## src/cgsr_regs.svh

```systemverilog
// Register indexes, bit positions and reset values of the clock select and status block
`ifndef CGSR_REGS_SVH
`define CGSR_REGS_SVH

// Register indexes; byte address is four times the index
`define CGSR_IDX_PLL_POST_DIVIDER 6'h02
`define CGSR_IDX_FLAGS 6'h03
`define CGSR_IDX_IRQEN 6'h04
`define CGSR_IDX_CLOCK_SOURCE_SELECT 6'h05

// Status flag bit positions
`define CGSR_FLG_TICK 7
`define CGSR_FLG_POR 6
`define CGSR_FLG_UV 5
`define CGSR_FLG_LCHG 4
`define CGSR_FLG_LOCK 3
`define CGSR_FLG_BADA 2
`define CGSR_FLG_FCHG 1
`define CGSR_FLG_FB 0

// Clock source select bit positions
`define CGSR_SEL_PLL 7
`define CGSR_SEL_KEEP 6
`define CGSR_SEL_OSCCFG 5
`define CGSR_SEL_PLL_HALT_IN_WAIT 3
`define CGSR_SEL_TICKWAI 1
`define CGSR_SEL_WDWAI 0

// Field widths and reset values
`define CGSR_PLL_POST_DIVIDER_W 5
`define CGSR_PLL_POST_DIVIDER_RST 5'h00
`define CGSR_CNT_ONE 6'h01
`define CGSR_CNT_ZERO 6'h00
`define CGSR_BYTE_ZERO 8'h00

`endif

```

## src/cgsr_pkg.sv

```systemverilog
// Types of the clock select and status block
`default_nettype none
package cgsr_pkg;

   // Sticky flags, held across system reset
   typedef struct packed {
      logic tick;
      logic por;
      logic uv;
      logic lchg;
      logic bada;
      logic fchg;
   } cgsr_flags_type;

   // Everything else, cleared by system reset except osc_en, which resets to one
   typedef struct packed {
      logic lock_s1;
      logic lock_s2;
      logic lock_d;
      logic fb_s1;
      logic fb_s2;
      logic fb_d;
      logic osc_s1;
      logic osc_s2;
      logic wait_d;
      logic stop_d;
      logic tick_en;
      logic lchg_en;
      logic fchg_en;
      logic sel_pll;
      logic keep;
      logic pll_halt_in_wait;
      logic tickwai;
      logic wdwai;
      logic wd_written;
      logic [4:0] pll_post_divider;
      logic [5:0] div_cnt;
      logic half;
      logic pll_tick;
      logic bus_tick;
      logic osc_en;
      logic pll_pd;
      logic tick_hold;
      logic tick_reinit;
      logic wd_hold;
      logic wd_reinit;
      logic irq;
      logic [31:0] prdata;
      logic pslverr;
   } cgsr_state_type;

endpackage : cgsr_pkg
`default_nettype wire

```

## src/cgsr_clock_gen.sv

```systemverilog
// Clock select, post divider and reset/status flags with APB register access
//
// Chosen here: the APB register port.
`timescale 1ns/100ps
`default_nettype none
`include "cgsr_regs.svh"

module cgsr_clock_gen #(
   parameter int ADDR_W = 8
) (
   input wire logic pclk, // Bus clock, 250 MHz
   input wire logic presetn, // System reset, async, active low
   input wire logic poweron_rst_n, // Power-on reset, async, active low
   input wire logic psel, // APB select
   input wire logic penable, // APB enable
   input wire logic pwrite, // APB direction
   input wire logic [ADDR_W-1:0] paddr, // APB byte address
   input wire logic [31:0] pwdata, // APB write data
   input wire logic [3:0] pstrb, // APB byte strobes
   output logic [31:0] prdata, // APB read data
   output logic pready, // APB ready
   output logic pslverr, // APB error, unmapped address
   input wire logic vco_tick, // One pulse per VCO clock period
   input wire logic osc_tick, // One pulse per oscillator clock period
   input wire logic periodic_tick_event, // Tick timer period end
   input wire logic undervoltage_reset_event, // Undervoltage reset seen
   input wire logic bad_address_reset_event, // Bad-address reset seen
   input wire logic pll_tolerance_status, // Raw PLL in-tolerance level
   input wire logic fallback_clock_active, // Raw fallback clock mode level
   input wire logic oscillator_config_status, // Oscillator configuration strap
   input wire logic wait_mode, // Part in wait mode
   input wire logic stop_mode, // Part in stop mode
   input wire logic special_mode, // Special operating mode
   output logic pll_output_tick, // Post-divided VCO pulse
   output logic system_bus_tick, // Bus rate pulse
   output logic pll_clock_select, // PLL drives system clock
   output logic pll_power_down, // PLL held down in wait
   output logic oscillator_enable, // Oscillator running
   output logic tick_timer_hold, // Tick timer stopped
   output logic tick_timer_reinit, // Tick dividers reinitialise
   output logic watchdog_hold, // Watchdog stopped
   output logic watchdog_reinit, // Watchdog counter reinitialise
   output logic irq_request // Interrupt request
);

   cgsr_pkg::cgsr_state_type state_reg;
   cgsr_pkg::cgsr_state_type state_next;
   cgsr_pkg::cgsr_flags_type flags_reg;
   cgsr_pkg::cgsr_flags_type flags_next;

   logic setup;
   logic access;
   logic wr_pll_post_divider;
   logic wr_flags;
   logic wr_irqen;
   logic wr_clock_source_select;
   logic [7:0] wbyte;
   logic [7:0] clr;
   logic lock_now;
   logic wait_entry;
   logic stop_entry;
   logic fb_entry;
   logic pll_pulse;
   logic src_pulse;

   // Register hit for one index; decode used for read and write
   function automatic logic reg_hit(input logic [ADDR_W-1:0] a, input logic [5:0] idx);
      reg_hit = (a[1:0] == 2'b00) && (a[ADDR_W-1:2] == (ADDR_W-2)'(idx));
   endfunction : reg_hit

   // Read value of the flag register
   function automatic logic [7:0] flags_view(input cgsr_pkg::cgsr_flags_type f,
                                             input logic lk, input logic fb);
      logic [7:0] v;
      v = `CGSR_BYTE_ZERO;
      v[`CGSR_FLG_TICK] = f.tick;
      v[`CGSR_FLG_POR] = f.por;
      v[`CGSR_FLG_UV] = f.uv;
      v[`CGSR_FLG_LCHG] = f.lchg;
      v[`CGSR_FLG_LOCK] = lk;
      v[`CGSR_FLG_BADA] = f.bada;
      v[`CGSR_FLG_FCHG] = f.fchg;
      v[`CGSR_FLG_FB] = fb;
      flags_view = v;
   endfunction : flags_view

   // Bus phase decode; writes land only in the access phase
   assign setup = psel & ~penable;
   assign access = psel & penable;
   assign wbyte = pstrb[0] ? pwdata[7:0] : `CGSR_BYTE_ZERO;
   assign wr_pll_post_divider = access & pwrite & reg_hit(paddr, `CGSR_IDX_PLL_POST_DIVIDER);
   assign wr_flags = access & pwrite & reg_hit(paddr, `CGSR_IDX_FLAGS);
   assign wr_irqen = access & pwrite & pstrb[0] & reg_hit(paddr, `CGSR_IDX_IRQEN);
   assign wr_clock_source_select = access & pwrite & pstrb[0] & reg_hit(paddr, `CGSR_IDX_CLOCK_SOURCE_SELECT);
   assign clr = wr_flags ? wbyte : `CGSR_BYTE_ZERO;

   // Lock reads zero in fallback mode, so a fallback entry while locked also counts as a lock change
   assign lock_now = state_reg.lock_s2 & ~state_reg.fb_s2;
   assign wait_entry = wait_mode & ~state_reg.wait_d;
   assign stop_entry = stop_mode & ~state_reg.stop_d;
   assign fb_entry = state_reg.fb_s2 & ~state_reg.fb_d;

   // Post divider: bypass at zero, else one pulse per 2*value VCO pulses
   always_comb begin
      pll_pulse = 1'b0;
      if (vco_tick) begin
         if (state_reg.pll_post_divider == `CGSR_PLL_POST_DIVIDER_RST) begin
            pll_pulse = 1'b1;
         end else if (state_reg.div_cnt >= ({state_reg.pll_post_divider, 1'b0} - `CGSR_CNT_ONE)) begin
            pll_pulse = 1'b1;
         end
      end
   end

   // Bus rate source follows the PLL select bit
   assign src_pulse = state_reg.sel_pll ? pll_pulse : osc_tick;

   // Sticky flags; a set in the same cycle as its clear wins
   always_comb begin
      flags_next = flags_reg;
      flags_next.tick = (flags_reg.tick & ~clr[`CGSR_FLG_TICK]) | periodic_tick_event;
      flags_next.por = flags_reg.por & ~clr[`CGSR_FLG_POR];
      flags_next.uv = (flags_reg.uv & ~clr[`CGSR_FLG_UV]) | undervoltage_reset_event;
      flags_next.lchg = (flags_reg.lchg & ~clr[`CGSR_FLG_LCHG])
                        | (lock_now != state_reg.lock_d);
      flags_next.fchg = (flags_reg.fchg & ~clr[`CGSR_FLG_FCHG])
                        | (state_reg.fb_s2 != state_reg.fb_d);
      // Undervoltage reset clears it unless a new bad-address reset comes with it
      if (bad_address_reset_event) begin
         flags_next.bada = 1'b1;
      end else if (undervoltage_reset_event) begin
         flags_next.bada = 1'b0;
      end else begin
         flags_next.bada = flags_reg.bada & ~clr[`CGSR_FLG_BADA];
      end
   end

   // Everything on the system reset
   always_comb begin
      state_next = state_reg;
      // Two-stage synchronisers for the analog status levels and the strap
      state_next.lock_s1 = pll_tolerance_status;
      state_next.lock_s2 = state_reg.lock_s1;
      state_next.lock_d = lock_now;
      state_next.fb_s1 = fallback_clock_active;
      state_next.fb_s2 = state_reg.fb_s1;
      state_next.fb_d = state_reg.fb_s2;
      state_next.osc_s1 = oscillator_config_status;
      state_next.osc_s2 = state_reg.osc_s1;
      state_next.wait_d = wait_mode;
      state_next.stop_d = stop_mode;

      // Post divider value frozen while the PLL clocks the system
      if (wr_pll_post_divider && pstrb[0] && !state_reg.sel_pll) begin
         state_next.pll_post_divider = wbyte[`CGSR_PLL_POST_DIVIDER_W-1:0];
      end

      if (wr_irqen) begin
         state_next.tick_en = wbyte[`CGSR_FLG_TICK];
         state_next.lchg_en = wbyte[`CGSR_FLG_LCHG];
         state_next.fchg_en = wbyte[`CGSR_FLG_FCHG];
      end

      if (wr_clock_source_select) begin
         // A set is refused while the PLL is out of tolerance
         if (!wbyte[`CGSR_SEL_PLL]) begin
            state_next.sel_pll = 1'b0;
         end else if (lock_now) begin
            state_next.sel_pll = 1'b1;
         end
         state_next.keep = wbyte[`CGSR_SEL_KEEP];
         state_next.pll_halt_in_wait = wbyte[`CGSR_SEL_PLL_HALT_IN_WAIT];
         state_next.tickwai = wbyte[`CGSR_SEL_TICKWAI];
         // Watchdog halt bit locks after the first write outside special modes
         if (special_mode || !state_reg.wd_written) begin
            state_next.wdwai = wbyte[`CGSR_SEL_WDWAI];
         end
         if (!special_mode) begin
            state_next.wd_written = 1'b1;
         end
      end

      // Fallback and stop entries, and wait entry with pll_halt_in_wait set, drop the PLL select and win over a write in the same cycle
      if (fb_entry || stop_entry || (wait_entry && state_reg.pll_halt_in_wait)) begin
         state_next.sel_pll = 1'b0;
      end

      // Post divider counter
      if (vco_tick) begin
         if (pll_pulse) begin
            state_next.div_cnt = `CGSR_CNT_ZERO;
         end else begin
            state_next.div_cnt = state_reg.div_cnt + `CGSR_CNT_ONE;
         end
      end
      state_next.pll_tick = pll_pulse;

      // Divide the selected source by two
      if (src_pulse) begin
         state_next.half = ~state_reg.half;
      end
      state_next.bus_tick = src_pulse & state_reg.half;

      // Power and timer controls in the low-power modes
      state_next.osc_en = ~(stop_mode & ~state_reg.keep);
      state_next.pll_pd = wait_mode & state_reg.pll_halt_in_wait;
      state_next.tick_hold = wait_mode & state_reg.tickwai;
      state_next.tick_reinit = wait_entry & state_reg.tickwai;
      state_next.wd_hold = wait_mode & state_reg.wdwai;
      state_next.wd_reinit = wait_entry & state_reg.wdwai;

      // Request follows the updated flags and enables, so it never lags the flag view
      state_next.irq = (flags_next.tick & state_next.tick_en)
                       | (flags_next.lchg & state_next.lchg_en)
                       | (flags_next.fchg & state_next.fchg_en);

      // Read data captured in the setup phase, so the access phase answers at once
      if (setup) begin
         state_next.pslverr = 1'b0;
         state_next.prdata = 32'h0000_0000;
         if (reg_hit(paddr, `CGSR_IDX_PLL_POST_DIVIDER)) begin
            state_next.prdata[`CGSR_PLL_POST_DIVIDER_W-1:0] = state_reg.pll_post_divider;
         end else if (reg_hit(paddr, `CGSR_IDX_FLAGS)) begin
            state_next.prdata[7:0] = flags_view(flags_reg, lock_now, state_reg.fb_s2);
         end else if (reg_hit(paddr, `CGSR_IDX_IRQEN)) begin
            state_next.prdata[`CGSR_FLG_TICK] = state_reg.tick_en;
            state_next.prdata[`CGSR_FLG_LCHG] = state_reg.lchg_en;
            state_next.prdata[`CGSR_FLG_FCHG] = state_reg.fchg_en;
         end else if (reg_hit(paddr, `CGSR_IDX_CLOCK_SOURCE_SELECT)) begin
            state_next.prdata[`CGSR_SEL_PLL] = state_reg.sel_pll;
            state_next.prdata[`CGSR_SEL_KEEP] = state_reg.keep;
            state_next.prdata[`CGSR_SEL_OSCCFG] = state_reg.osc_s2;
            state_next.prdata[`CGSR_SEL_PLL_HALT_IN_WAIT] = state_reg.pll_halt_in_wait;
            state_next.prdata[`CGSR_SEL_TICKWAI] = state_reg.tickwai;
            state_next.prdata[`CGSR_SEL_WDWAI] = state_reg.wdwai;
         end else begin
            state_next.pslverr = 1'b1;
         end
      end
   end

   // Flags are reset only on power-on, not on the system reset; power-on itself is recorded at reset
   always_ff @(posedge pclk or negedge poweron_rst_n) begin
      if (!poweron_rst_n) begin
         flags_reg <= '{tick: 1'b0, por: 1'b1, uv: 1'b0, lchg: 1'b0,
                        bada: 1'b0, fchg: 1'b0};
      end else begin
         flags_reg <= flags_next;
      end
   end

   // Control state on the system reset
   always_ff @(posedge pclk or negedge presetn) begin
      if (!presetn) begin
         state_reg <= '0;
         state_reg.pll_post_divider <= `CGSR_PLL_POST_DIVIDER_RST;
         state_reg.osc_en <= 1'b1;
      end else begin
         state_reg <= state_next;
      end
   end

   // Outputs straight from flip-flops, except pslverr gated with the access phase and pready tied high
   assign prdata = state_reg.prdata;
   assign pslverr = state_reg.pslverr & access;
   assign pready = 1'b1;
   assign pll_output_tick = state_reg.pll_tick;
   assign system_bus_tick = state_reg.bus_tick;
   assign pll_clock_select = state_reg.sel_pll;
   assign pll_power_down = state_reg.pll_pd;
   assign oscillator_enable = state_reg.osc_en;
   assign tick_timer_hold = state_reg.tick_hold;
   assign tick_timer_reinit = state_reg.tick_reinit;
   assign watchdog_hold = state_reg.wd_hold;
   assign watchdog_reinit = state_reg.wd_reinit;
   assign irq_request = state_reg.irq;
endmodule : cgsr_clock_gen
`default_nettype wire

```

## config.mk

```make
export PLATFORM = sky130hd
export DESIGN_NAME = cgsr_clock_gen
export DESIGN_NICKNAME = d
export VERILOG_FILES = /design/src/cgsr_pkg.sv /design/src/cgsr_clock_gen.sv
export VERILOG_INCLUDE_DIRS = /design/src
export SDC_FILE = /design/constraint.sdc
export NUM_CORES = 1
export LEC_CHECK = 0
export ABC_AREA = 1
export BUFFER_PORTS_ARGS = -buffer_cell sky130_fd_sc_hd__buf_2
export CAP_MARGIN = 20
export CORE_MARGIN = 5
export CORE_UTILIZATION = 30
export CTS_CLUSTER_SIZE = 14
export DETAILED_ROUTE_END_ITERATION = 12
export MAX_ROUTING_LAYER = met4
export PLACE_DENSITY_LB_ADDON = 0.25
export SYNTH_ARGS = -nofsm -noshare
export SYNTH_HDL_FRONTEND = slang
export SYNTH_SLANG_ARGS = --single-unit
```

## constraint.sdc

```tcl
create_clock -name pclk -period 3.2 [get_ports pclk]
set_input_delay 0.64 -clock pclk [delete_from_list [all_inputs] [get_ports pclk]]
set_output_delay 0.64 -clock pclk [all_outputs]
set_load 0.01 [all_outputs]
```

==> reports/results.ini, run 1 <==
[timing]
finalSetupViolCount = 0
hold_violations = 0
fin_skew_ps = 9.32
final.setup.tns_ps = 0
drv_slew = 0
rsz0062_at_grt = no
fmax_ghz = 0.507
tightest_slew_ps = 591
min_period_ps = 1970
slew_headroom = 0.606
period_share = 0.616

[cts]
clkSlewWorstSetupHoldPaths_ps = 100
root_buffer = clkbuf_8
cts_tree = yes
cts_max_level = 2
cts_buffers = 5
clk_latency_ps = 310
post_cts_buffers = 0
clk_path_buf_depth = 2
cts_resized = 0
cts.sinks = 55
holdBufCountCts = 0

[power_and_ir_drop]
p_clk_frac = 0.314
combPwrFrac = 0.103
swShare = 0.258
p_total_uw = 1260
peakVddDrop_v = 0.000135
seqPwrFrac = 0.583
p_int_uw = 932
p_per_area_nw_per_um2 = 403
p_sw_uw = 323
p_leak_uw = 0.00170

[synthesis]
netlist_top_cells_count = 82 x nand2_1, 53 x dfrtp_1, 34 x inv_1, 33 x buf_4, 23 x nor2_1
synth_most_common_cell = nand2_1
avgSynthCellArea_sq_um = 8.72
synth_area_leaders = dfrtp_1 47%, nand2_1 11%, buf_4 8.8%, inv_1 4.5%, ha_1 3.6%
yosys_warnings = 0
ys_ff_latch = 55
postSynthCellCount = 322
async_flop_share = 1.00
synth_cell_types = 36
synthDominantCellAreaShare = 0.473
synth_top_area_cell = dfrtp_1
netlist_area_sq_um = 2810
synth_ff_type = dfrtp_1
synth_edf_count = 0
yosysSeqAreaShare = 0.491

[floorplan]
dieArea_sq_um = 11400
io_pins = 105
chipWidth_microns = 107
rows = 35
start_util = 0.305
core_sq_um = 9200
die_y_microns = 107

[worst_setup_path]
worstSetupEndpointType = flop
critical_path_required_ps = 3440
setup.worst_path.start = state_reg[49]$_DFFE_PN0P_
crit_type = reg2reg
rr_endpoint = state_reg[45]$_DFFE_PN0P_
cp.arrival_ps = 2210
cp_max_fo = 4
cp-start-kind = flop
rr_startpoint = state_reg[49]$_DFFE_PN0P_
reg2regPathDepth = 13
ff2ff_setup_slack_ps = 1230

[route]
first_pass_iters = 4
vias = 2070
avgRoutedWirePerCell_microns = 12.6
final_antenna_net_count = 0
first_iter_violations = 77
totalWireLength_microns = 6040
vias_per_cell = 4.31
drc = 0

[final_layout]
n_antenna_cell = 0
largest_register_ffs = 27
multi_input_area_sq_um = 1100
final-seq-area_sq_um = 1380
layout.nets = 438
utilization = 0.339
nFillCells = 994
drive_above_1_share = 0.220
syn_to_final_growth_pct = 10.9

[job]
maxCapViolations = 0

[status]
outcome = finished clean

[grt]
grtUsageTotal = 0.114
grt_antenna_before_repair = 0
grt-ovfl-total = 0
grt_pass1_wl_microns = 10100
grt_max_degree = 26
grt_pass1_vias = 2050

[place]
dpl.hpwl_microns = 4800
place.gp.congestion = 0.790
port_buffers = 52

[worst_hold_path]
hp-class = in2async

layout make-up:
cell class,instances,share of cell area
repair buffers,53,0.0860
inverters,36,0.0434
clock inverters,1,0.00161
clock buffers,6,0.0265
flip-flops and latches,55,0.443
well taps,111,0.0446
multi-input cells,218,0.355
cell usage in the layout (no fill, tap or decap), types with 2 or more instances in the layout:
cell      synthesis  layout
a21oi_1          13      13
a22oi_1           2       2
buf_2             0      52
clkbuf_8          0       6
conb_1            2      25
dfrtp_1          53      53
dfstp_2           2       2
ha_1              8       8
inv_1            34      34
inv_2             2       2
nand2_1          82      82
nand3_1          17      17
nor2_1           23      23
nor2_2            4       4
nor2_4            2       2
nor3_1            4       4
o21ai_0           2       2
o21ai_1          14      14
or2_2             2       2
xnor2_1           4       4
xor2_1            2       2
metal layers:
layer	global-route usage	vias up	wire length [microns]
met4	0.0356	0	91
met5	-	-	0
met3	0.0247	8	335
li1	-	1054	-
met1	0.146	950	2740
met2	0.181	58	2870
power by group through the flow:
stage	clock, uW	sequential, uW	combinational, uW
after floorplan	0	744	95.3
after global placement	0	746	129
after detailed placement	0	746	131
after CTS	409	732	132
after global routing	435	735	150
final	394	732	129
per-stage QoR:
| step | cell area, sq um | setup slack, ps | hold WS (ps) | cells |
|---|---|---|---|---|
| 6_report | 3110 | 1230 | 150 | 480 |
| 5_1_grt | 3110 | 953 | 140 | 480 |
| 4_1_cts | 3110 | 1220 | 141 | 480 |
| 3_5_place_dp | 3030 | 1160 | 337 | 473 |
| 3_3_place_gp | 3030 | 1210 | 334 | 473 |
| 2_1_floorplan | 2890 | 1450 | 331 | 345 |
worst max path at each step:
stage	end	slack, ps	depth (start not counted)
2_1_floorplan	state_reg[45]$_DFFE_PN0P_	1450	13
3_3_place_gp	prdata[0]$_DFFE_PN0P_	1210	8
3_5_place_dp	prdata[0]$_DFFE_PN0P_	1160	8
4_1_cts	state_reg[45]$_DFFE_PN0P_	1220	13
5_1_grt	state_reg[45]$_DFFE_PN0P_	950	14
6_report	state_reg[45]$_DFFE_PN0P_	1230	13
critical path, stage by stage, from the launching register on:
cell,delay [ps]
dfrtp_1,440
inv_1,90
ha_1,200
nand3b_1,110
nand2_1,80
inv_1,40
ha_1,280
a21oi_1,130
nand2_1,60
inv_1,50
nand2_1,60
nand2_1,120
inv_1,100
nor3_1,130
logic make-up (layout without fill, tap and decap cells):
kind of cell / Yosys count / after routing / synth area share
and+or+nand+nor: 142 / 142 / 0.230
buffers and inverters: 72 / 96 / 0.146
DFF: 55 / 55 / 0.491
AOI/OAI and AO/OA: 37 / 37 / 0.0753
adders and majority gates: 8 / 8 / 0.0357
xor gates and xnor gates: 6 / 6 / 0.0187
other: 2 / 25 / 0.00268
Power figures use the tool's default switching activity.
==> run 2: changes to the inputs <==
clock period = 1.9 ns   (was 3.2 ns; I/O delays follow)
==> run 2 against run 1 <==
Clock skew down 5.8 ps. Clock power up 62%. Sequential share of layout area down 1.8 points. Fmax up 11%. Wire length up 1.2%. Cell count up 2.3%. Non-clock buffer count up 10. Via count up 1.4%. Count of clock-buffer cells in the layout up 1. Register-to-register slack worse by 1100 ps. Worst hold slack worse by 120 ps. Largest cell class unchanged.
==> reports/results.ini, run 2 (synthesis gave the netlist of run 1 again) <==
[cts]
cts_tree = yes
cts_max_level = 2  ; unchanged
root_buffer = clkbuf_8
clk_latency_ps = 310  ; about the same
clkSlewWorstSetupHoldPaths_ps = 100  ; about the same
cts.sinks = 55  ; unchanged
cts_buffers = 5  ; unchanged
clk_path_buf_depth = 2  ; unchanged

[floorplan]
dieArea_sq_um = 11400  ; unchanged
io_pins = 105  ; unchanged
rows = 35  ; unchanged
start_util = 0.305  ; unchanged
chipWidth_microns = 107  ; unchanged
core_sq_um = 9200  ; unchanged
die_y_microns = 107  ; unchanged

[route]
totalWireLength_microns = 6110  ; +1.2%
avgRoutedWirePerCell_microns = 12.4  ; -1.1%
drc = 0  ; unchanged
final_antenna_net_count = 0  ; unchanged
first_iter_violations = 47  ; -39%
first_pass_iters = 5  ; +1
vias_per_cell = 4.27  ; -0.87%
vias = 2099  ; +1.4%

[final_layout]
layout_common_cells = 80 x nand2_1, 52 x dfrtp_1, 52 x buf_2
final_common_cell = nand2_1
utilization = 0.353  ; +0.0144
drive_above_1_share = 0.268  ; +0.0489
layout.nets = 448  ; +2.3%
largest_register_ffs = 27  ; unchanged
n_antenna_cell = 0  ; unchanged
syn_to_final_growth_pct = 15.6

[grt]
grt_antenna_before_repair = 0  ; unchanged
grt-ovfl-total = 0  ; unchanged
grtUsageTotal = 0.112  ; -0.00222
grt_pass1_wl_microns = 9740  ; -4.0%
grt_max_degree = 50  ; +92%
grt_pass1_vias = 2001  ; -2.4%

[power_and_ir_drop]
peakVddDrop_v = 0.000301  ; +120%
p_total_uw = 2100  ; +68%
p_leak_uw = 0.00175  ; +2.7%
p_per_area_nw_per_um2 = 648  ; +61%

[timing]
fin_skew_ps = 3.55  ; -5.77 ps
whs_ps = 27.1  ; -122 ps
rsz0062_at_grt = yes
drv_slew = 0  ; unchanged
finalSetupViolCount = 0  ; unchanged
min_period_ps = 1770  ; -197 ps
fmax_ghz = 0.564  ; +11%
period_share = 0.934  ; +0.318
hold_violations = 0  ; unchanged

[worst_setup_path]
max_stage_delay_ps = 400  ; -40 ps
critical_path_required_ps = 2140  ; -1300 ps
cp-start-kind = flop
crit_type = reg2reg
cp.arrival_ps = 2010  ; -200 ps
cpMostUsedCell = inv_2
cp_cell_sequence = inv_2, ha_4, nand3b_1, nand2_1, inv_2, ha_4, a21oi_1, nand2_1, inv_1, nand2_2, nand2_2, inv_2, nor3_2
slowest_stage = dfrtp_1
worstSetupEndpointType = flop
cp_max_fo = 4  ; unchanged

[place]
port_buffers = 52  ; unchanged
place.gp.congestion = 0.808  ; +2.3%
dpl.hpwl_microns = 4740  ; -1.3%

[worst_hold_path]
hp-class = in2async

[status]
outcome = finished clean

[job]
maxCapViolations = 0  ; unchanged

## run 2: area by class of cell
| cell class | instances | area (sq um) |
|---|---|---|
| flip-flops and latches | 55 | 1380 |
| clock inverters | 1 | 5.00 |
| multi-input cells | 218 | 1150 |
| inverters | 36 | 135 |
| fillers | 975 | 5950 |
| well taps | 111 | 139 |
| clock buffers | 7 | 76.3 |
| repair buffers | 63 | 358 |
## run 2: power breakdown
group | total (uW) | internal [uW] | switching [uW] | leakage, uW
combinational | 232 | 82.8 | 149 | 0.00101
clock | 639 | 260 | 379 | 0.0000422
sequential | 1230 | 1210 | 22.9 | 0.000692
## run 2: metrics by stage
stage | setup WS (ps) | TNS, ps | instance area (sq um) | cells
floorplan | 152 | 0 | 2890 | 345
global placement | 40.8 | 0 | 3090 | 480
global route | -56.5 | -56.5 | 3250 | 491
detailed placement | -7.08 | -7.08 | 3090 | 480
CTS | 14.0 | 0 | 3190 | 489
finish | 126 | 0 | 3250 | 491
## run 2: worst max-delay path, delay by kind of cell (launching register included)
kind,cells,cell delay (ps)
AND/OR/NAND/NOR,6,580
AO/OA/AOI/OAI,1,130
buffers and inverters,4,240
flip-flops,1,400
adder cells (fa/ha/maj),2,340
## run 2: metal layers
layer	wire, microns	up-vias	part of all wire	GRT usage
met3	390	9	0.064	0.0289
met1	2710	967	0.44	0.136
met4	103	0	0.017	0.0402
li1	-	1068	-	-
met2	2910	55	0.48	0.179
met5	0	-	0	-
## run 2: worst paths after layout
check / end / slack, ps / cells after the start / from
max in group asynchronous: flags_reg[4]$_DFF_PN1_ / 1240 / 2 / poweron_rst_n
min in group pclk: state_next[65]$_DFF_PN0_ / 170 / 1 / oscillator_config_status
setup / recovery: state_reg[45]$_DFFE_PN0P_ / 130 / 13 / state_reg[50]$_DFFE_PN0P_
hold reg to reg: state_next[67]$_DFF_PN0_ / 350 / 0 / state_next[68]$_DFF_PN0_
setup reg to reg: state_reg[45]$_DFFE_PN0P_ / 130 / 13 / state_reg[50]$_DFFE_PN0P_
hold / removal: state_reg[65]$_DFF_PN0_ / 30 / 2 / presetn
## run 2: timing repair
action | 4_1_cts | 5_1_grt
endpoints found under the hold margin | 5 | 0
endpoints found under the setup margin | 1 | 9
setup buffers | 0 | 2
gates resized for setup | 2 | 12
hold buffers | 1 | 0
pin swaps | 0 | 7
==> run 3: changes to the inputs <==
PLACE_DENSITY_LB_ADDON = unset   (was 0.25)
==> run 3 against run 2 <==
Register-to-register slack improved by 60 ps. Clock power rose by 10%. Wire length fell by 0.15%. Worst hold slack got worse by 27 ps. Flip-flop and latch count did not move. Power rose by 3.1%. Combinational power barely moved. Count of clock-buffer cells in the layout fell by 2. Clock skew rose by 7.2 ps. First-iteration DRC count rose by 66%. Sequential power barely moved. Largest cell class unchanged.
==> reports/results.ini, run 3 (synthesis gave the netlist of run 1 again) <==
[grt]
grtUsageTotal = 0.110  ; -0.00150
grt_max_degree = 21  ; -58%
grt_antenna_before_repair = 0  ; unchanged
grt_pass1_wl_microns = 9700  ; -0.42%
grt_pass1_vias = 2025  ; +1.2%
grt-ovfl-total = 0  ; unchanged

[cts]
cts_tree = yes
clk_path_buf_depth = 2  ; unchanged
root_buffer = clkbuf_8
cts_max_level = 2  ; unchanged
cts_buffers = 5  ; unchanged
clkSlewWorstSetupHoldPaths_ps = 110  ; about the same
clk_latency_ps = 320  ; about the same
cts.sinks = 55  ; unchanged

[route]
met2_length_microns = 3020  ; +4.0%
avgRoutedWirePerCell_microns = 12.4  ; -0.15%
first_pass_iters = 4  ; -1
first_iter_violations = 78  ; +66%
vias = 2111  ; +0.57%
wl_met1_microns = 2630  ; -2.9%
totalWireLength_microns = 6100  ; -0.15%
vias_per_cell = 4.30  ; +0.57%
met3WireLength_microns = 291  ; -25%
drc = 0  ; unchanged
highest_layer = met4
final_antenna_net_count = 0  ; unchanged

[worst_setup_path]
cp_max_fo = 3  ; -1
rr_startpoint = state_reg[50]$_DFFE_PN0P_
ff2ff_setup_slack_ps = 180  ; +60 ps
cp-start-kind = flop
cp.arrival_ps = 1940  ; -70 ps
reg2regPathDepth = 14  ; +1
critical_path_required_ps = 2120  ; -20 ps
crit_type = reg2reg
worstSetupEndpointType = flop
rr_endpoint = state_reg[42]$_DFFE_PN0P_

[power_and_ir_drop]
p_per_area_nw_per_um2 = 664  ; +2.4%
p_leak_uw = 0.00177  ; +1.2%
peakVddDrop_v = 0.000295  ; -1.9%

[floorplan]
dieArea_sq_um = 11400  ; unchanged
die_y_microns = 107  ; unchanged
rows = 35  ; unchanged
core_sq_um = 9200  ; unchanged
start_util = 0.305  ; unchanged
chipWidth_microns = 107  ; unchanged
io_pins = 105  ; unchanged

[final_layout]
largest_register_ffs = 27  ; unchanged
final-seq-area_sq_um = 1380  ; about the same
final_common_cell = nand2_1
nFillCells = 978  ; +0.31%
n_antenna_cell = 0  ; unchanged
utilization = 0.355  ; +0.00231
layout.nets = 448  ; unchanged
layout_common_cells = 80 x nand2_1, 53 x dfrtp_1, 52 x buf_2
drive_above_1_share = 0.271  ; +0.00263
multi_input_area_sq_um = 1160  ; +0.54%
syn_to_final_growth_pct = 16.4

[timing]
final.setup.tns_ps = 0  ; unchanged
hold_violations = 0  ; unchanged
drv_slew = 0  ; unchanged
min_period_ps = 1720  ; -56.7 ps
fin_skew_ps = 10.8  ; +7.23 ps
finalSetupViolCount = 0  ; unchanged
period_share = 0.904  ; -0.0298
rsz0062_at_grt = no
fmax_ghz = 0.582  ; +3.3%

[job]
maxCapViolations = 0  ; unchanged

[place]
dpl.hpwl_microns = 4960  ; +4.6%
place.gp.congestion = 0.821  ; +1.6%
port_buffers = 52  ; unchanged

[worst_hold_path]
hp-class = in2async

[status]
outcome = finished clean

run 3: repair_timing:
item | in CTS | in global routing
hold endpoints to repair | 5 | 0
setup endpoints to repair | 1 | 9
hold buffers | 1 | 0
gates resized for setup | 2 | 11
setup buffers | 0 | 3
cloned | 0 | 0
pin swaps | 0 | 8
run 3: stage by stage:
stage	worst slack [ps]	cell area, sq um	power [uW]	std cells	hold WS, ps
6_report	183	3270	2170	491	0.291
5_1_grt	13.0	3270	2280	491	19.7
4_1_cts	17.3	3200	2200	489	1.72
3_5_place_dp	3.00	3090	1490	480	222
3_3_place_gp	38.7	3090	1480	480	217
2_1_floorplan	152	2890	1410	345	84.4
run 3: worst max-delay path: stages, from the launching register on:
cell,delay [ps]
dfrtp_1,400
inv_2,90
ha_4,160
nand3b_1,90
nand2_1,80
inv_1,60
ha_4,210
a21oi_2,110
nand2_1,60
inv_1,60
nand2_2,60
nand3_2,80
nand2_1,50
nand2_1,60
nand2_1,50
run 3: layout make-up:
class / count / share of cell area
timing repair buffer: 63 / 0.110
sequential: 55 / 0.422
inverter: 36 / 0.0414
clock buffer: 5 / 0.0211
clock inverter: 3 / 0.00881
tap: 111 / 0.0425
multi-input combinational: 218 / 0.355
run 3: how the worst max path moves through the flow:
stage / slack, ps / from / endpoint / depth (start not counted)
floorplan: 150 / state_reg[49]$_DFFE_PN0P_ / state_reg[45]$_DFFE_PN0P_ / 13
global placement: 40 / state_reg[49]$_DFFE_PN0P_ / state_reg[45]$_DFFE_PN0P_ / 13
detailed placement: 3 / state_reg[49]$_DFFE_PN0P_ / state_reg[45]$_DFFE_PN0P_ / 13
CTS: 20 / state_reg[49]$_DFFE_PN0P_ / state_reg[45]$_DFFE_PN0P_ / 13
global route: 10 / state_reg[50]$_DFFE_PN0P_ / state_reg[42]$_DFFE_PN0P_ / 14
finish: 180 / state_reg[50]$_DFFE_PN0P_ / state_reg[42]$_DFFE_PN0P_ / 14
run 3: power by group:
group          internal, uW  switching (uW)
clock                   279             424
combinational          83.8             149
sequential             1210            22.8
total                  1570             596
run 3: layer usage:
metal,track usage,vias up
li1,-,1074
met1,0.134,972
met2,0.183,53
met3,0.0223,12
met4,0.0402,0
met5,-,-
